===== src/core/eipr_pkg.sv =====
/*
  Package for the extended interrupt enable and priority register block.
  Assumes an 8-bit special-function-register access port from the core,
  one clock and a synchronous active-high reset.
*/
package eipr_pkg;

  // ---------------------------------------------------------------
  // Register addresses and reset values
  // ---------------------------------------------------------------
  localparam logic [7:0] ADDR_PRIO_HIGH_ONE = 8'h85;
  localparam logic [7:0] ADDR_ENABLE_TWO    = 8'hAF;
  localparam logic [7:0] ADDR_PRIO_LOW_ONE  = 8'hF6;
  localparam logic [7:0] RESET_VALUE        = 8'h00;

  // ---------------------------------------------------------------
  // Field positions
  // ---------------------------------------------------------------
  localparam int BIT_TIMER_THREE  = 7;
  localparam int BIT_COMPARATOR   = 5;
  localparam int BIT_COUNTER_ARR  = 4;
  localparam int BIT_CONV_DONE    = 3;
  localparam int BIT_CONV_WINDOW  = 2;
  localparam int BIT_PORT_MATCH   = 1;
  localparam int BIT_SERIAL_A     = 0;
  localparam int BIT_TEMP_EN      = 3;
  localparam int BIT_TIMER5_EN    = 2;
  localparam int BIT_TIMER4_EN    = 1;
  localparam int BIT_SERIAL_B_EN  = 0;
  localparam logic [7:0] ENABLE_TWO_MASK = 8'h0F;

  // Number of competing sources in the winner search.
  localparam int NUM_SOURCES = 7;

  function automatic logic [1:0] eipr_level(input logic hi, input logic lo);
    return {hi, lo};
  endfunction

endpackage


===== src/core/eipr_arbiter.sv =====
/*
  Picks the highest-level pending request among the priority sources.
  Assumes requests and levels come from the same clock domain.
*/
`timescale 1ns/1ps
module eipr_arbiter
  import eipr_pkg::*;
#(
  parameter int N = NUM_SOURCES
) (
  input  wire logic           sys_clk,
  input  wire logic           rst,
  input  wire logic [N-1:0]   req,
  input  wire logic [2*N-1:0] levels,
  output logic                win_valid,
  output logic [2:0]          win_index,
  output logic [1:0]          win_level
);
  // The winner index is three bits wide, so at most eight sources fit.
  if (N < 1 || N > 8) begin : g_bad_width
    $error("eipr_arbiter: N must be 1 to 8");
  end

  logic       next_valid;
  logic [2:0] next_index;
  logic [1:0] next_level;

  // ---------------------------------------------------------------
  // Winner search: higher level wins, lower index breaks ties
  // ---------------------------------------------------------------
  always_comb begin
    next_valid = 1'b0;
    next_index = 3'h0;
    next_level = 2'h0;
    for (int i = 0; i < N; i++) begin
      if (req[i] && (!next_valid || levels[2*i +: 2] > next_level)) begin
        next_valid = 1'b1;
        next_index = 3'(i);
        next_level = levels[2*i +: 2];
      end
    end
  end

  always_ff @(posedge sys_clk) begin
    if (rst) begin
      win_valid <= 1'b0;
      win_index <= 3'h0;
      win_level <= 2'h0;
    end else begin
      win_valid <= next_valid;
      win_index <= next_index;
      win_level <= next_level;
    end
  end

  a_winner_valid: assert property (@(posedge sys_clk) disable iff (rst)
    $rose(|req) |=> win_valid)
    else $error("Arbiter missed a pending request.");

endmodule // eipr_arbiter


===== src/core/eipr_regs.sv =====
/*
  Extended enable register two and extended priority register pair one.
  Assumes the core drives an 8-bit special-function-register port on
  sys_clk and samples the masked requests and levels on the same clock.
*/
`timescale 1ns/1ps
module eipr_regs
  import eipr_pkg::*;
(
  input  wire logic       sys_clk,
  input  wire logic       rst,
  input  wire logic [7:0] sfr_addr,
  input  wire logic [7:0] sfr_wdata,
  input  wire logic       sfr_wr,
  input  wire logic       sfr_rd,
  output logic [7:0]      sfr_rdata,
  input  wire logic       temp_sensor_req,
  input  wire logic       timer_five_low_overflow,
  input  wire logic       timer_five_high_overflow,
  input  wire logic       timer_four_low_overflow,
  input  wire logic       timer_four_high_overflow,
  input  wire logic       serial_bus_b_req,
  input  wire logic [6:0] prio_src_req,
  output logic            temp_sensor_irq,
  output logic            timer_five_irq,
  output logic            timer_four_irq,
  output logic            serial_bus_b_irq,
  output logic [13:0]     prio_level,
  output logic            win_valid,
  output logic [2:0]      win_index,
  output logic [1:0]      win_level
);
  logic [7:0]  ext_priority_low_one;
  logic [7:0]  ext_priority_high_one;
  logic [7:0]  ext_enable_two;
  logic [7:0]  next_low;
  logic [7:0]  next_high;
  logic [7:0]  next_enable;
  logic [7:0]  next_rdata;
  logic        next_temp;
  logic        next_t5;
  logic        next_t4;
  logic        next_sb;
  logic [13:0] next_levels;

  // ---------------------------------------------------------------
  // Register writes and reads
  // ---------------------------------------------------------------
  always_comb begin
    next_low    = ext_priority_low_one;
    next_high   = ext_priority_high_one;
    next_enable = ext_enable_two;
    next_rdata  = sfr_rdata;
    if (sfr_wr) begin
      unique case (sfr_addr)
        ADDR_PRIO_LOW_ONE:  next_low    = sfr_wdata;
        ADDR_PRIO_HIGH_ONE: next_high   = sfr_wdata;
        ADDR_ENABLE_TWO:    next_enable = sfr_wdata;
        default: ;
      endcase
    end
    if (sfr_rd) begin
      unique case (sfr_addr)
        ADDR_PRIO_LOW_ONE:  next_rdata = ext_priority_low_one;
        ADDR_PRIO_HIGH_ONE: next_rdata = ext_priority_high_one;
        ADDR_ENABLE_TWO:    next_rdata = ext_enable_two;
        default:            next_rdata = 8'h00;
      endcase
    end
  end

  always_ff @(posedge sys_clk) begin
    if (rst) begin
      ext_priority_low_one  <= RESET_VALUE;
      ext_priority_high_one <= RESET_VALUE;
      ext_enable_two        <= RESET_VALUE;
      sfr_rdata             <= 8'h00;
    end else begin
      ext_priority_low_one  <= next_low;
      ext_priority_high_one <= next_high;
      ext_enable_two        <= next_enable;
      sfr_rdata             <= next_rdata;
    end
  end

  // ---------------------------------------------------------------
  // Request masking and priority levels
  // ---------------------------------------------------------------
  always_comb begin
    next_temp = ext_enable_two[BIT_TEMP_EN] & temp_sensor_req;
    next_t5   = ext_enable_two[BIT_TIMER5_EN]
                & (timer_five_low_overflow | timer_five_high_overflow);
    next_t4   = ext_enable_two[BIT_TIMER4_EN]
                & (timer_four_low_overflow | timer_four_high_overflow);
    next_sb   = ext_enable_two[BIT_SERIAL_B_EN] & serial_bus_b_req;
    next_levels[1:0]   = eipr_level(ext_priority_high_one[BIT_SERIAL_A],
                                    ext_priority_low_one[BIT_SERIAL_A]);
    next_levels[3:2]   = eipr_level(ext_priority_high_one[BIT_PORT_MATCH],
                                    ext_priority_low_one[BIT_PORT_MATCH]);
    next_levels[5:4]   = eipr_level(ext_priority_high_one[BIT_CONV_WINDOW],
                                    ext_priority_low_one[BIT_CONV_WINDOW]);
    next_levels[7:6]   = eipr_level(ext_priority_high_one[BIT_CONV_DONE],
                                    ext_priority_low_one[BIT_CONV_DONE]);
    next_levels[9:8]   = eipr_level(ext_priority_high_one[BIT_COUNTER_ARR],
                                    ext_priority_low_one[BIT_COUNTER_ARR]);
    next_levels[11:10] = eipr_level(ext_priority_high_one[BIT_COMPARATOR],
                                    ext_priority_low_one[BIT_COMPARATOR]);
    next_levels[13:12] = eipr_level(ext_priority_high_one[BIT_TIMER_THREE],
                                    ext_priority_low_one[BIT_TIMER_THREE]);
  end

  always_ff @(posedge sys_clk) begin
    if (rst) begin
      temp_sensor_irq  <= 1'b0;
      timer_five_irq   <= 1'b0;
      timer_four_irq   <= 1'b0;
      serial_bus_b_irq <= 1'b0;
      prio_level       <= 14'h0000;
    end else begin
      temp_sensor_irq  <= next_temp;
      timer_five_irq   <= next_t5;
      timer_four_irq   <= next_t4;
      serial_bus_b_irq <= next_sb;
      prio_level       <= next_levels;
    end
  end

  // ---------------------------------------------------------------
  // Competing requests
  // ---------------------------------------------------------------
  eipr_arbiter #(
    .N (NUM_SOURCES)
  ) u_arbiter (
    .sys_clk   (sys_clk),
    .rst       (rst),
    .req       (prio_src_req),
    .levels    (prio_level),
    .win_valid (win_valid),
    .win_index (win_index),
    .win_level (win_level)
  );

  // ---------------------------------------------------------------
  // Checks
  // ---------------------------------------------------------------
  a_temp_mask: assert property (@(posedge sys_clk) disable iff (rst)
    !ext_enable_two[BIT_TEMP_EN] |=> !temp_sensor_irq)
    else $error("Temperature request passed while masked.");
  a_temp_pass: assert property (@(posedge sys_clk) disable iff (rst)
    (ext_enable_two[BIT_TEMP_EN] && temp_sensor_req) |=> temp_sensor_irq)
    else $error("Temperature request lost while enabled.");
  a_timer5_gate: assert property (@(posedge sys_clk) disable iff (rst)
    (ext_enable_two[BIT_TIMER5_EN] && timer_five_high_overflow) |=> timer_five_irq)
    else $error("Timer five overflow not raised.");
  a_timer5_low: assert property (@(posedge sys_clk) disable iff (rst)
    (ext_enable_two[BIT_TIMER5_EN] && timer_five_low_overflow) |=> timer_five_irq)
    else $error("Timer five low overflow not raised.");
  a_timer5_block: assert property (@(posedge sys_clk) disable iff (rst)
    !ext_enable_two[BIT_TIMER5_EN] |=> !timer_five_irq)
    else $error("Timer five request raised while disabled.");
  a_timer4_gate: assert property (@(posedge sys_clk) disable iff (rst)
    timer_four_irq |-> $past(ext_enable_two[BIT_TIMER4_EN]))
    else $error("Timer four request raised while disabled.");
  a_timer4_raise: assert property (@(posedge sys_clk) disable iff (rst)
    (ext_enable_two[BIT_TIMER4_EN] && (timer_four_low_overflow || timer_four_high_overflow))
    |=> timer_four_irq)
    else $error("Timer four overflow not raised.");
  a_serial_b_mask: assert property (@(posedge sys_clk) disable iff (rst)
    (ext_enable_two[BIT_SERIAL_B_EN] && serial_bus_b_req) |=> serial_bus_b_irq)
    else $error("Second serial bus request lost.");
  a_serial_b_block: assert property (@(posedge sys_clk) disable iff (rst)
    !ext_enable_two[BIT_SERIAL_B_EN] |=> !serial_bus_b_irq)
    else $error("Second serial bus request passed while masked.");
  a_low_write: assert property (@(posedge sys_clk) disable iff (rst)
    (sfr_wr && sfr_addr == ADDR_PRIO_LOW_ONE) |=> ##1
    prio_level[12] == $past(sfr_wdata[BIT_TIMER_THREE], 2))
    else $error("Timer three low priority bit wrong.");
  a_low_upper: assert property (@(posedge sys_clk) disable iff (rst)
    (sfr_wr && sfr_addr == ADDR_PRIO_LOW_ONE) |=> ##1
    {prio_level[10], prio_level[8]}
    == $past({sfr_wdata[BIT_COMPARATOR], sfr_wdata[BIT_COUNTER_ARR]}, 2))
    else $error("Comparator or counter array low priority bit wrong.");
  a_low_serial: assert property (@(posedge sys_clk) disable iff (rst)
    (sfr_wr && sfr_addr == ADDR_PRIO_LOW_ONE) |=> ##1
    prio_level[0] == $past(sfr_wdata[BIT_SERIAL_A], 2))
    else $error("Serial bus low priority bit wrong.");
  a_low_conv: assert property (@(posedge sys_clk) disable iff (rst)
    (sfr_wr && sfr_addr == ADDR_PRIO_LOW_ONE) |=> ##1
    {prio_level[6], prio_level[4], prio_level[2]}
    == $past({sfr_wdata[BIT_CONV_DONE], sfr_wdata[BIT_CONV_WINDOW],
              sfr_wdata[BIT_PORT_MATCH]}, 2))
    else $error("Converter or port match low priority bit wrong.");
  a_high_write: assert property (@(posedge sys_clk) disable iff (rst)
    (sfr_wr && sfr_addr == ADDR_PRIO_HIGH_ONE) |=> ##1
    prio_level[9] == $past(sfr_wdata[BIT_COUNTER_ARR], 2))
    else $error("Counter array high priority bit wrong.");
  a_high_upper: assert property (@(posedge sys_clk) disable iff (rst)
    (sfr_wr && sfr_addr == ADDR_PRIO_HIGH_ONE) |=> ##1
    {prio_level[13], prio_level[11]}
    == $past({sfr_wdata[BIT_TIMER_THREE], sfr_wdata[BIT_COMPARATOR]}, 2))
    else $error("Timer three or comparator high priority bit wrong.");
  a_high_conv: assert property (@(posedge sys_clk) disable iff (rst)
    (sfr_wr && sfr_addr == ADDR_PRIO_HIGH_ONE) |=> ##1
    prio_level[7] == $past(sfr_wdata[BIT_CONV_DONE], 2))
    else $error("Converter high priority bit wrong.");
  a_high_lower: assert property (@(posedge sys_clk) disable iff (rst)
    (sfr_wr && sfr_addr == ADDR_PRIO_HIGH_ONE) |=> ##1
    {prio_level[5], prio_level[3], prio_level[1]}
    == $past({sfr_wdata[BIT_CONV_WINDOW], sfr_wdata[BIT_PORT_MATCH],
              sfr_wdata[BIT_SERIAL_A]}, 2))
    else $error("Window, port match or serial high priority bit wrong.");
  a_win_top: assert property (@(posedge sys_clk) disable iff (rst)
    (prio_src_req[6] && prio_level[13:12] == 2'h3) |=> (win_valid && win_level == 2'h3))
    else $error("Highest level did not win.");

  // ---------------------------------------------------------------
  // Register read-back checks
  // ---------------------------------------------------------------
  a_read_low: assert property (@(posedge sys_clk) disable iff (rst)
    (sfr_rd && sfr_addr == ADDR_PRIO_LOW_ONE) |=> sfr_rdata == $past(ext_priority_low_one))
    else $error("Low priority register read back wrong.");
  a_read_enable: assert property (@(posedge sys_clk) disable iff (rst)
    (sfr_rd && sfr_addr == ADDR_ENABLE_TWO) |=> sfr_rdata == $past(ext_enable_two))
    else $error("Enable register read back wrong.");

endmodule // eipr_regs


===== config.mk =====
export PLATFORM = sky130hd
export DESIGN_NAME = eipr_regs
export DESIGN_NICKNAME = d
export VERILOG_FILES = /design/src/core/eipr_pkg.sv /design/src/core/eipr_arbiter.sv /design/src/core/eipr_regs.sv
export SDC_FILE = /design/constraint.sdc
export NUM_CORES = 1
export LEC_CHECK = 0
export BUFFER_PORTS_ARGS = -buffer_cell sky130_fd_sc_hd__buf_4
export CAP_MARGIN = 15
export CORE_MARGIN = 1.5
export CORE_UTILIZATION = 45
export CTS_BUF_LIST = sky130_fd_sc_hd__clkbuf_8 sky130_fd_sc_hd__clkbuf_16
export DETAILED_ROUTE_END_ITERATION = 16
export HOLD_SLACK_MARGIN = 0.05
export PLACE_DENSITY = 0.79
export SETUP_SLACK_MARGIN = 0.02
export SYNTH_ARGS = -nofsm -noshare
export SYNTH_HDL_FRONTEND = slang
export SYNTH_SLANG_ARGS = --single-unit

===== constraint.sdc =====
create_clock -name sys_clk -period 6.65 [get_ports sys_clk]
set_clock_uncertainty 0.15 [all_clocks]
set_input_delay 0.3325 -clock sys_clk [delete_from_list [all_inputs] [get_ports sys_clk]]
set_output_delay 0.3325 -clock sys_clk [all_outputs]
set_load 0.1 [all_outputs]

# After elaboration in Yosys (flattened, before gate mapping)
# Cells that the tools add are included.
# W data, S select, Z words.
[word_totals] ff_bits=56 latch_bits=0 ramBits=0 mem_bits_ro=0 input_bits=33 out_inout_bits=32 word_cells=71 n_memories=0
[classes] add_sub_neg=0 mul=0 div=0 n_lt_le_gt_ge=6 eq_ne=3 shift=0 muxes=21 bitwise=6 reduce_logical=22
[op_table] cell="$eq A8 B8 Y1 const B" n=3
[op_table] cell="$pmux W8 S3" n=1
[op_table] cell="$mux W2" n=9
[op_table] cell="$gt A2 B2 Y1" n=6
[op_table] cell="$mux W3" n=3
[op_table] cell="$mux W1" n=8
[op_table] cell="$logic_and A1 B1 Y1" n=6
[op_table] cell="$logic_not A1 Y1" n=6
[op_table] cell="$logic_or A1 B1 Y1" n=6
[op_table] cell="$reduce_and A2 Y1" n=3
[op_table] cell="$and A1 B1 Y1" n=4
[op_table] cell="$or A1 B1 Y1" n=2
[op_table] cell="$reduce_or A2 Y1" n=1

# Logic depth before layout (Yosys ltp)
# Gate-level depths: netlist (run 1).
[depth] ltp_word=25 ltp_mapped=37 depth_no_buf=36

# Modules after synthesis
# From an unflattened synthesis (run 1), not the netlist that was laid out.
[unflattened] hier_cells=297 area_unflattened_um2=2605.0
[modules_own_cells] module="eipr_regs" n_inst=1 cells_each=200 area_per_inst_um2=1851.8 seq_area_each_um2=1001.0
[modules_own_cells] module="eipr_arbiter" n_inst=1 cells_each=97 area_per_inst_um2=753.2 seq_area_each_um2=120.1

# Worst setup path after synthesis (run 1)
# No wires, ideal clock.
[synth_timing] path_kind="register -> register" from="reg prio_level[1]" to="reg u_arbiter.win_level[0]" setup_time_ps=86 t_arrival_ps=7759 required_time_ps=6414 slack_ps=-1346 stages_incl_launch_ff=37 path_buffers=1 synth_period_minus_slack_ps=7996 cell_sequence="dfxtp_1 > and2_1 > inv_1 > ha_1 > nor2b_1 > o31a_1 > a32oi_2 > ha_1 > nor2b_1 > o211ai_1 > a21oi_1 > a21o_1 > ha_1 > nor2b_1 > a2bb2oi_1 > o21a_1 > a211oi_2 > a21oi_1 > ha_1 > nor2b_1 > o211a_1 > a21oi_2 > buf_2 > nand2_1 > o22ai_1 > ha_1 > nor2b_1 > o211a_1 > nor2_1 > nand3_1 > o21ai_0 > ha_1 > nor2b_1 > o211ai_1 > and2_4 > o311ai_0 > a221oi_2"
[synth_between] elab_chain_cells=25 word_cells_on_any_way=35 classes_between="order compare: 6; mux: 12; reduce/logical: 17"
[synth_lines] element="from (decl)" line_no="eipr_regs.sv:28" rtl="output logic [13:0] prio_level,"
[synth_lines] element="from (signal assigned)" line_no="eipr_regs.sv:124" rtl="prio_level <= next_levels;"
[synth_lines] element="$mux W2 (*)" line_no="eipr_arbiter.sv:36" rtl="if (req[i] && (!next_valid || levels[2*i +: 2] > next_level)) begin"
[synth_lines] element="$gt A2 B2 Y1" line_no="eipr_arbiter.sv:36"
[synth_lines] element="$logic_or A1 B1 Y1" line_no="eipr_arbiter.sv:36"
[synth_lines] element="$logic_and A1 B1 Y1" line_no="eipr_arbiter.sv:36"
[synth_lines] element="$mux W2 or $mux W1 (tied branches)" line_no="eipr_arbiter.sv:36"
[synth_lines] element="$gt A2 B2 Y1 or $logic_not A1 Y1 (tied branches)" line_no="eipr_arbiter.sv:36"
[synth_lines] element="$logic_or A1 B1 Y1" line_no="eipr_arbiter.sv:36"
[synth_lines] element="$logic_and A1 B1 Y1" line_no="eipr_arbiter.sv:36"
[synth_lines] element="[... 9 more ...]"
[synth_lines] element="$gt A2 B2 Y1 or $logic_not A1 Y1 (tied branches)" line_no="eipr_arbiter.sv:36"
[synth_lines] element="$logic_or A1 B1 Y1" line_no="eipr_arbiter.sv:36"
[synth_lines] element="$logic_and A1 B1 Y1" line_no="eipr_arbiter.sv:36"
[synth_lines] element="$mux W2 or $mux W1 (tied branches)" line_no="eipr_arbiter.sv:36"
[synth_lines] element="$gt A2 B2 Y1 or $logic_not A1 Y1 (tied branches)" line_no="eipr_arbiter.sv:36"
[synth_lines] element="$logic_or A1 B1 Y1" line_no="eipr_arbiter.sv:36"
[synth_lines] element="$logic_and A1 B1 Y1" line_no="eipr_arbiter.sv:36"
[synth_lines] element="$mux W2 (*)" line_no="eipr_arbiter.sv:36"
[synth_lines] element="to (signal assigned)" line_no="eipr_arbiter.sv:52" rtl="win_level <= next_level;"
[synth_lines] element="to (decl)" line_no="eipr_arbiter.sv:17" rtl="output logic [1:0] win_level"
# Every way passes the cells marked *; elsewhere a longest branch is shown, timed or not.
# A chain may end at the register's enable or synchronous reset.

# Worst setup path after layout (run 1)
# Same ends and word-level chain as after synthesis.

==> out/summary.txt, run 1 <==
Routed len/inst: 14.9 µm
Worst vdd ir: 121 µV
Failing checks: negative setup slack
Period utilization: 104%
DRT Pass-1 Iters: 7
Syn Inst Count: 302
Endpoints failing setup: 5
Max Cap Violations: 0
Dpl cells: 443
CP delay by family, top: compound AO/OA/AOI/OAI gates
Outcome: complete, but fails checks
Worst Path Max Fanout: 6
Leak pwr: 0.00152 µW
Wire length on met2: 3.50 mm
Slowest cell on crit path: dfxtp_4
Vias in the first global route: 2524
CP bufs+invs: 2
Setup crit start kind: register
Root Buffer: clkbuf_8
FFs w/ async S/R, synth: 0%
Top Metal Used: met4
GRT Resource Usage Total: 22.3%
CP max stage delay: 0.35 ns
Most used cell along the critical path: ha_1
Worst min path class: input pin to register
Top cell type's share of synthesized area: 42.2%
Worst EP required: 6.72 ns
Avg Inst Size Synth: 8.79 µm²
Vias per inst: 5.62
N_diodes: 0
DR vias: 2608
CP endpoint kind: register
Fill cells: 488
RSZ-0062 raised after global routing: yes
Final Wtd Congestion: 0.908
Synth unique cells: 48
Gr ovfl total: 0
Final #Nets: 436
#FFs+latches synth: 56
Post-route minimum period: 6.92 ns
Adder-Cell Fraction of Synth Area: 5.66%
Post-route insts no fill: 464
DR WL met3: 418 µm
Core ar.: 0.00561 mm²
Initial antenna violation count: 0
Kind of critical path: register to register
Clock sink total: 56
Fin. max-slew vios: 0
EDFF count, synth: 0
Pin count of the biggest net entering global routing: 53
Cell accounting for the most synthesized area: dfxtp_1
Die Span Y: 79.8 µm
Syn-to-layout area delta: 37.4%
Simple-gate portion of the synthesized area: 24.7%
WHS: 0.0963 ns
First-pass GRT wire length: 11.2 mm
Later-pin clock latency in the skew report: 0.30 ns
FP Rows: 27
Port-buffer cells: 64
Post-synthesis mux area share: 0%
IO Count: 65
Most frequent cell after synthesis: nand2_1
Horiz. Die Dim: 79.8 µm
Top cells by area, synth: dfxtp_1 42%, nand2_1 8.9%, ha_1 5.7%, a21oi_1 5.5%, nor2b_1 4.7%
Netlist Area Pre-Place: 0.00265 mm²
TritonCTS clock tree: built
Max Clk Rate: 0.144 GHz
Fin worst setup slack: -0.272 ns
Synth Area in XOR/XNOR: 0%
Worst-margin pin slew: 0.948 ns
Most instantiated cells after synthesis: 63 x nand2_1, 56 x dfxtp_1, 29 x a21oi_1
Syn. warnings: 0
Tot Pwr: 678 µW
Syn Nets: 347
M1 wire length: 2.89 mm
DRC Markers: 0
Clock slew at reported path FFs: 0.10 ns
Routed WL: 6.93 mm
Pwr dens: 186 mW/mm²
Rel. slew slack: 36.3%
Seq/Total Area, Yosys: 42.2%
Iter 0 DRT Violations: 150
CTS Buf Count: 5
Fin. Hold Viols: 0
Die Area: 0.00637 mm²
Layout cells sized above 1: 35.2%
Dpl hpwl: 5.01 mm
Setup_tns: -0.653 ns
CTS Buffer Depth: 2
Worst path arrival time: 7.00 ns
Starting density of the core: 47.3%
CTS HTree Levels: 2
Synth Flop Type: dfxtp_1
Complex-gate fraction of the synthesized area: 23.3%
Post-route ant nets: 0
Largest family of logic cells by synthesized area: simple AND/OR/NAND/NOR gates
cells by family (layout without fill, tap and decap cells):
kind of cell | count (synthesis) | count (layout)
buf+inv | 26 | 116
compound gates | 81 | 81
fa+ha+maj | 12 | 12
simple gates | 127 | 127
flops | 56 | 56
sequential cells by signal, indices dropped and copies added, names as in the netlist:
register,count
u_arbiter.win_level,2
timer_four_irq,1
u_arbiter.win_index,3
prio_level,14
ext_priority_high_one,8
u_arbiter.win_valid,1
ext_enable_two,8
temp_sensor_irq,1
sfr_rdata,8
serial_bus_b_irq,1
ext_priority_low_one,8
timer_five_irq,1
power breakdown:
part	internal (µW)	switching, µW
clock network	97.3	107
logic	53.6	79.8
registers	338	1.32
total	489	188
stage by stage:
stage | cell area [µm²] | util (%) | worst slack (ns)
finish | 3650 | 65.0 | -0.272
global route | 3650 | 65.0 | -0.655
CTS | 3590 | 64.1 | -0.144
detailed placement | 3370 | 60.2 | -0.491
global placement | 3370 | 60.2 | -0.172
floorplan | 2730 | - | -0.532
worst paths after layout:
check | depth (start not counted) | end | slack (ns) | start
hold / removal | 2 | timer_four_irq$_SDFF_PP0_ | 0.1 | timer_four_low_overflow
setup reg to reg | 35 | u_arbiter.win_level[0]$_SDFF_PP0_ | -0.27 | prio_level[1]$_SDFF_PP0_
setup / recovery | 35 | u_arbiter.win_level[0]$_SDFF_PP0_ | -0.27 | prio_level[1]$_SDFF_PP0_
hold reg to reg | 2 | ext_enable_two[6]$_SDFFE_PP0P_ | 0.31 | ext_enable_two[6]$_SDFFE_PP0P_
per-layer routing:
metal,vias to the layer above,GRT usage [%]
met2,95,38.7
met3,12,4.23
met1,1221,27.3
met5,-,0
met4,0,7.93
li1,1280,-
final cells by class:
class	instances	area, µm²	area share, %
clock inverters	2	12.5	0.343
inverters	12	45.0	1.23
flip-flops and latches	56	1130	31.1
multi-input cells	220	1540	42.3
repair buffers	96	728	20.0
clock buffers	6	93.8	2.57
well taps	72	90.1	2.47
cell usage in the layout (no fill, tap or decap), types with 4 or more instances in the layout:
cell	count
nor2b_1	17
o211ai_1	6
ha_1	10
a222oi_1	8
a221oi_1	6
a21oi_1	29
dfxtp_1	52
inv_1	12
nand2_1	62
nand3_1	20
buf_4	94
o211a_1	4
clkbuf_8	5
timing repair:
item / CTS / global route
hold buffers: 0 / 0
resized for setup: 7 / 8
buffers inserted: 11 / 2
pin swaps: 4 / 1
endpoints found under the setup margin: 5 / 5
cloned: 0 / 0
Note: power is estimated with default switching activity, not from simulation.
==> run 2: changes to the inputs <==
--- a/config.mk
+++ b/config.mk
@@ -13,6 +13,7 @@
 export DETAILED_ROUTE_END_ITERATION = 16
 export HOLD_SLACK_MARGIN = 0.05
 export PLACE_DENSITY = 0.79
+export RECOVER_POWER = 50
 export SETUP_SLACK_MARGIN = 0.02
 export SYNTH_ARGS = -nofsm -noshare
 export SYNTH_HDL_FRONTEND = slang
==> run 2 against run 1 <==
Effect of this change: the flow still finishes with violations (negative setup slack); global-route usage stayed put; total power is 0.68% lower; cell area is 2.2% lower; clock power hardly changed; critical path type unchanged; non-clock buffer count stayed put; critical path depth stayed put; worst hold slack better by 0.00088 ns; sequential power hardly changed; count of clock-buffer cells in the layout stayed put.
==> out/summary.txt, run 2 (synthesis gave the netlist of run 1 again) <==
WHS: 0.0972 ns (+0.000875 ns)
Max Cap Violations: 0 (unchanged)
Clock power share: 30.3% (about the same)
Starting density of the core: 47.3% (unchanged)
M1 wire length: 2.94 mm (+1.7%)
Reg2reg path depth: 35 (unchanged)
Clock sink total: 56 (unchanged)
CTS Buffer Depth: 2 (unchanged)
Die Span Y: 79.8 µm (unchanged)
Kind of critical path: register to register
Most used cell along the critical path: ha_1
Worst Path Max Fanout: 6 (unchanged)
Switch Pwr: 188 µW (-0.39%)
Fill cells: 504 (+3.3%)
Fin worst setup slack: -0.280 ns (-0.00789 ns)
Vias in the first global route: 2524 (unchanged)
Fin. Hold Viols: 0 (unchanged)
Later-pin clock latency in the skew report: 0.30 ns (about the same)
Setup crit start kind: register
Seq. cell area: 0.00113 mm² (unchanged)
Max reg flops: 14 (unchanged)
Horiz. Die Dim: 79.8 µm (unchanged)
FP Rows: 27 (unchanged)
Period utilization: 104% (+0.12 points)
Hold path startpoint: timer_four_low_overflow
Pwr dens: 189 mW/mm² (+1.5%)
CTS HTree Levels: 2 (unchanged)
Post-route minimum period: 6.93 ns (+0.00789 ns)
Worst-margin pin slew: 1.18 ns (+0.229 ns)
R2R Setup Slk: -0.28 ns (about the same)
Worst path arrival time: 7.00 ns (about the same)
Initial antenna violation count: 0 (unchanged)
Combinational power share: 19.3% (-0.4 points)
Routed len/inst: 15.0 µm (+0.36%)
Most frequent cells in the layout: 73 x buf_4, 62 x nand2_1, 52 x dfxtp_1
Worst vdd ir: 120 µV (-0.64%)
DR vias: 2600 (-0.31%)
Dpl hpwl: 5.01 mm (unchanged)
CP max stage delay: 0.35 ns (about the same)
RSZ-0062 raised after global routing: yes
Worst min path class: input pin to register
Pin count of the biggest net entering global routing: 53 (unchanged)
Gr ovfl total: 0 (unchanged)
Max Clk Rate: 0.144 GHz (-0.11%)
Vias per inst: 5.60 (-0.31%)
Reg power frac: 50.5% (+0.4 points)
Endpoints failing setup: 5 (unchanged)
CP endpoint kind: register
Switching share of power: 27.9% (+0.080 points)
Layout cells sized above 1: 29.8% (-5.4 points)
Slowest cell on crit path: dfxtp_4
Wire length on met2: 3.47 mm (-0.91%)
Die Area: 0.00637 mm² (unchanged)
Rel. slew slack: 21.9% (-14 points)
Iter 0 DRT Violations: 152 (+1.3%)
Most common cell after layout, fill and taps aside: buf_4
Hold worst-path end: timer_four_irq$_SDFF_PP0_
N_diodes: 0 (unchanged)
Pint: 486 µW (-0.79%)
Reg2reg start: prio_level[1]$_SDFF_PP0_
Leak pwr: 0.00143 µW (-5.8%)
Root Buffer: clkbuf_8
Pre-CTS setup slack: -0.491 ns (unchanged)
Most flop-heavy register: prio_level
Outcome: complete, but fails checks
DR WL met3: 431 µm (+3.1%)
Clock slew at reported path FFs: 0.10 ns (about the same)
Post-route ant nets: 0 (unchanged)
Final Wtd Congestion: 0.908 (unchanged)
Port-buffer cells: 64 (unchanged)
Final #Nets: 436 (unchanged)
First-pass GRT wire length: 11.2 mm (unchanged)
Core ar.: 0.00561 mm² (unchanged)
CTS Buf Count: 5 (unchanged)
Syn-to-layout area delta: 34.5%
Worst EP required: 6.72 ns (about the same)
TritonCTS clock tree: built
CP startpoint: prio_level[1]$_SDFF_PP0_
Top Metal Used: met4
Fin. max-slew vios: 0 (unchanged)
R2R Path End: u_arbiter.win_level[0]$_SDFF_PP0_
GRT Resource Usage Total: 22.3% (unchanged)
DRT Pass-1 Iters: 7 (unchanged)
IO Count: 65 (unchanged)
Failing checks: negative setup slack
Routed WL: 6.95 mm (+0.36%)
Post-CTS Hold Buffers: 0 (unchanged)
DRC Markers: 0 (unchanged)
Multi-input gate area: 0.00154 mm² (unchanged)
WHS Path Cells: 2 (unchanged)
## run 2: cell types whose count changed in the layout (fill, tap and decap cells not counted)
| cell | before | now |
|---|---|---|
| buf_4 | 94 | 73 |
| clkbuf_1 | 0 | 21 |
## run 2: area by class of cell
| cell class | count | area share (%) |
|---|---|---|
| Clock inverter | 2 | 0.351 |
| Tap cell | 72 | 2.52 |
| Multi-Input combinational cell | 220 | 43.3 |
| Timing Repair Buffer | 96 | 18.2 |
| Clock buffer | 6 | 2.63 |
| Sequential cell | 56 | 31.8 |
| Inverter | 12 | 1.26 |
## run 2: stage by stage
| stage | instance area [µm²] | total power [µW] | util (%) | std cells | setup TNS (ns) |
|---|---|---|---|---|---|
| after global placement | 3370 | 464 | 60.2 | 443 | -0.317 |
| after global routing | 3570 | 703 | 63.6 | 464 | -2.44 |
| after floorplan | 2730 | 423 | - | 302 | -1.65 |
| after detailed placement | 3370 | 466 | 60.2 | 443 | -1.62 |
| final | 3570 | 673 | 63.6 | 464 | -0.690 |
| after CTS | 3590 | 676 | 64.1 | 462 | -0.283 |
## run 2: worst max-delay path by stage
stage	endpoint	slack, ns	depth (start not counted)
floorplan	u_arbiter.win_level[0]$_SDFF_PP0_	-0.53	36
global placement	u_arbiter.win_level[1]$_SDFF_PP0_	-0.17	36
detailed placement	u_arbiter.win_level[0]$_SDFF_PP0_	-0.49	36
CTS	u_arbiter.win_level[0]$_SDFF_PP0_	-0.14	35
global route	u_arbiter.win_level[0]$_SDFF_PP0_	-0.66	36
finish	u_arbiter.win_level[0]$_SDFF_PP0_	-0.28	35
## run 2: metal layers
metal  up-vias  global-route usage (%)
met5         -                       0
met2       103                    38.7
met3        10                    4.23
li1       1281                       -
met1      1206                    27.3
met4         0                    7.93
## run 2: worst max-delay path, delay by kind of cell, from the launching register on
| family | cells | cell delay [ns] |
|---|---|---|
| DFF | 1 | 0.35 |
| AOI/OAI and AO/OA | 17 | 3.21 |
| buffers and inverters | 2 | 0.20 |
| adders and majority gates | 6 | 1.48 |
| and+or+nand+nor | 10 | 1.45 |
## run 2: power groups by stage
stage | Combinational [µW] | Clock [µW] | Sequential, µW
2_1_floorplan | 43.4 | 0 | 380
6_report | 130 | 204 | 340
5_1_grt | 139 | 224 | 340
3_5_place_dp | 119 | 0 | 348
4_1_cts | 127 | 209 | 340
3_3_place_gp | 116 | 0 | 347
## run 2: timing repair
action,4_1_cts,5_1_grt
resized for setup,7,8
pin swaps,4,1
buffers inserted,11,2
setup endpoints to repair,5,5
==> run 3: changes to the inputs <==
--- a/config.mk
+++ b/config.mk
@@ -8,11 +8,11 @@
 export BUFFER_PORTS_ARGS = -buffer_cell sky130_fd_sc_hd__buf_4
 export CAP_MARGIN = 15
 export CORE_MARGIN = 1.5
-export CORE_UTILIZATION = 45
+export CORE_UTILIZATION = 48
 export CTS_BUF_LIST = sky130_fd_sc_hd__clkbuf_8 sky130_fd_sc_hd__clkbuf_16
 export DETAILED_ROUTE_END_ITERATION = 16
 export HOLD_SLACK_MARGIN = 0.05
-export PLACE_DENSITY = 0.79
+export PLACE_DENSITY = 0.83
 export RECOVER_POWER = 50
 export SETUP_SLACK_MARGIN = 0.02
 export SYNTH_ARGS = -nofsm -noshare
==> run 3 against run 2 <==
Effect of this change: global-route usage up 2.3 points; the flow still finishes with violations (negative setup slack); cell area grew 2.0%; total power is 1.6% higher; setup slack lost 0.081 ns; worst hold slack got worse by 0.013 ns; critical path type unchanged; utilization rose by 6.3 points; sequential share of layout area fell by 0.63 points; largest cell class unchanged.
==> out/summary.txt, run 3 (synthesis gave the netlist of run 1 again) <==
Outcome: complete, but fails checks
Failing checks: negative setup slack
Port-buffer cells: 64 (unchanged)
Gr ovfl total: 0 (unchanged)
Vias per inst: 5.84 (+4.2%)
Iter 0 DRT Violations: 172 (+13%)
Switching share of power: 28.5% (+0.64 points)
Fin. Hold Viols: 0 (unchanged)
CP max stage delay: 0.35 ns (about the same)
CTS Buffer Depth: 2 (unchanged)
Clock sink total: 56 (unchanged)
Max Clk Rate: 0.143 GHz (-1.1%)
Pin count of the biggest net entering global routing: 53 (unchanged)
Worst EP required: 6.73 ns (about the same)
Layout cells sized above 1: 31.5% (+1.6 points)
Post-route ant nets: 0 (unchanged)
Fill cells: 416 (-17%)
Post-route insts no fill: 467 (+0.65%)
Final Wtd Congestion: 0.960 (+5.7%)
CTS Buf Count: 5 (unchanged)
Worst min path class: input pin to register
Fin worst setup slack: -0.361 ns (-0.0805 ns)
Most frequent cells in the layout: 75 x buf_4, 63 x nand2_1, 52 x dfxtp_1
Horiz. Die Dim: 77.4 µm (-3.1%)
Worst vdd ir: 131 µV (+9.0%)
Setup crit start kind: register
DRC Markers: 0 (unchanged)
Max reg flops: 14 (unchanged)
Finished Core Util: 70.0% (+6.3 points)
RSZ-0062 raised after global routing: yes
Root Buffer: clkbuf_8
CP endpoint kind: register
Pwr dens: 188 mW/mm² (-0.45%)
Period utilization: 105% (+1.2 points)
Dpl hpwl: 5.00 mm (-0.17%)
Most flop-heavy register: prio_level
Starting density of the core: 51.0% (+3.7 points)
Worst Path Max Fanout: 6 (unchanged)
Post-route minimum period: 7.01 ns (+0.0805 ns)
Fin. max-slew vios: 0 (unchanged)
Rel. slew slack: 21.4% (-0.45 points)
DRT Pass-1 Iters: 6 (-1)
Switch Pwr: 195 µW (+3.9%)
Combinational power share: 20.0% (+0.7 points)
Fin area: 0.00364 mm² (+2.0%)
Area after DPL: 0.00336 mm² (-0.30%)
Pint: 489 µW (+0.68%)
CTS HTree Levels: 2 (unchanged)
IO Count: 65 (unchanged)
Worst path arrival time: 7.09 ns (+0.09 ns)
Die Span Y: 77.4 µm (-3.1%)
Routed len/inst: 16.4 µm (+9.5%)
Reg2reg path depth: 38 (+8.6%)
Slowest cell on crit path: dfxtp_4
Final #Nets: 441 (+1.1%)
WHS Path Cells: 2 (unchanged)
WHS: 0.0838 ns (-0.0134 ns)
Die Area: 0.00598 mm² (-6.0%)
Syn-to-layout area delta: 37.2%
Clock slew at reported path FFs: 0.10 ns (about the same)
Kind of critical path: register to register
Most used cell along the critical path: nor2b_4
Worst-margin pin slew: 1.18 ns (+0.00684 ns)
Later-pin clock latency in the skew report: 0.31 ns (about the same)
Max Cap Violations: 0 (unchanged)
GRT Resource Usage Total: 24.5% (+2.3 points)
Core ar.: 0.00520 mm² (-7.2%)
DR vias: 2726 (+4.8%)
Clock power share: 30.4% (about the same)
Most common cell after layout, fill and taps aside: buf_4
Initial antenna violation count: 0 (unchanged)
Vias in the first global route: 2539 (+0.59%)
Reg power frac: 49.7% (-0.8 points)
Leak pwr: 0.00147 µW (+2.6%)
FP Rows: 26 (-3.7%)
Routed WL: 7.66 mm (+10%)
Dpl cells: 440 (-0.68%)
First-pass GRT wire length: 11.8 mm (+4.9%)
Endpoints failing setup: 5 (unchanged)
TritonCTS clock tree: built
N_diodes: 0 (unchanged)
Setup_tns: -1.08 ns (-0.392 ns)
==> run 3: cell types whose count changed in the layout (fill, tap and decap cells not counted), sizes merged <==
| cell | delta |
|---|---|
| buf | +5 |
==> run 3: per-stage QoR <==
stage,worst slack (ns),power [µW]
final,-0.361,684
after global routing,-0.724,707
after CTS,-0.172,681
after detailed placement,-0.446,467
after global placement,-0.122,463
after floorplan,-0.532,423
==> run 3: worst max-delay path: cells and delay by family, from the launching register on <==
family | cells | cell delay, ns
compound gates | 16 | 3.10
fa+ha+maj | 6 | 1.41
buf+inv | 4 | 0.50
flops | 1 | 0.35
simple gates | 12 | 1.41
==> run 3: area by class of cell <==
class                           count  area [µm²]  share of cell area [%]
Timing Repair Buffer              101         698                    19.2
Multi-Input combinational cell    220        1570                    43.1
Sequential cell                    56        1130                    31.1
Clock inverter                      2        12.5                   0.344
Inverter                           12        47.5                    1.31
Tap cell                           70        87.6                    2.41
Clock buffer                        6        93.8                    2.58
==> run 3: per-layer routing <==
layer | GRT usage, % | routed length [µm]
met2 | 43.3 | 3910
met1 | 29.0 | 3080
met4 | 9.64 | 217
met3 | 5.06 | 461
met5 | 0 | 0
==> run 3: final timing paths <==
kind | from | to | slack [ns]
min reg2reg | ext_priority_high_one[6]$_SDFFE_PP0P_ | ext_priority_high_one[6]$_SDFFE_PP0P_ | 0.31
min | timer_five_low_overflow | timer_five_irq$_SDFF_PP0_ | 0.08
max reg2reg | prio_level[1]$_SDFF_PP0_ | u_arbiter.win_level[0]$_SDFF_PP0_ | -0.36
max | prio_level[1]$_SDFF_PP0_ | u_arbiter.win_level[0]$_SDFF_PP0_ | -0.36
==> run 3: power by group through the flow <==
stage	clock, µW	combinational, µW	sequential, µW
6_report	208	137	340
5_1_grt	223	144	340
4_1_cts	213	129	340
3_5_place_dp	0	119	348
3_3_place_gp	0	116	347
2_1_floorplan	0	43.4	380
==> run 3: repair_timing <==
item / 4_1_cts / 5_1_grt
endpoints found under the setup margin: 5 / 5
pin swaps: 8 / 2
hold buffers: 0 / 0
cloned: 0 / 0
setup buffers: 15 / 5
resized for setup: 10 / 16
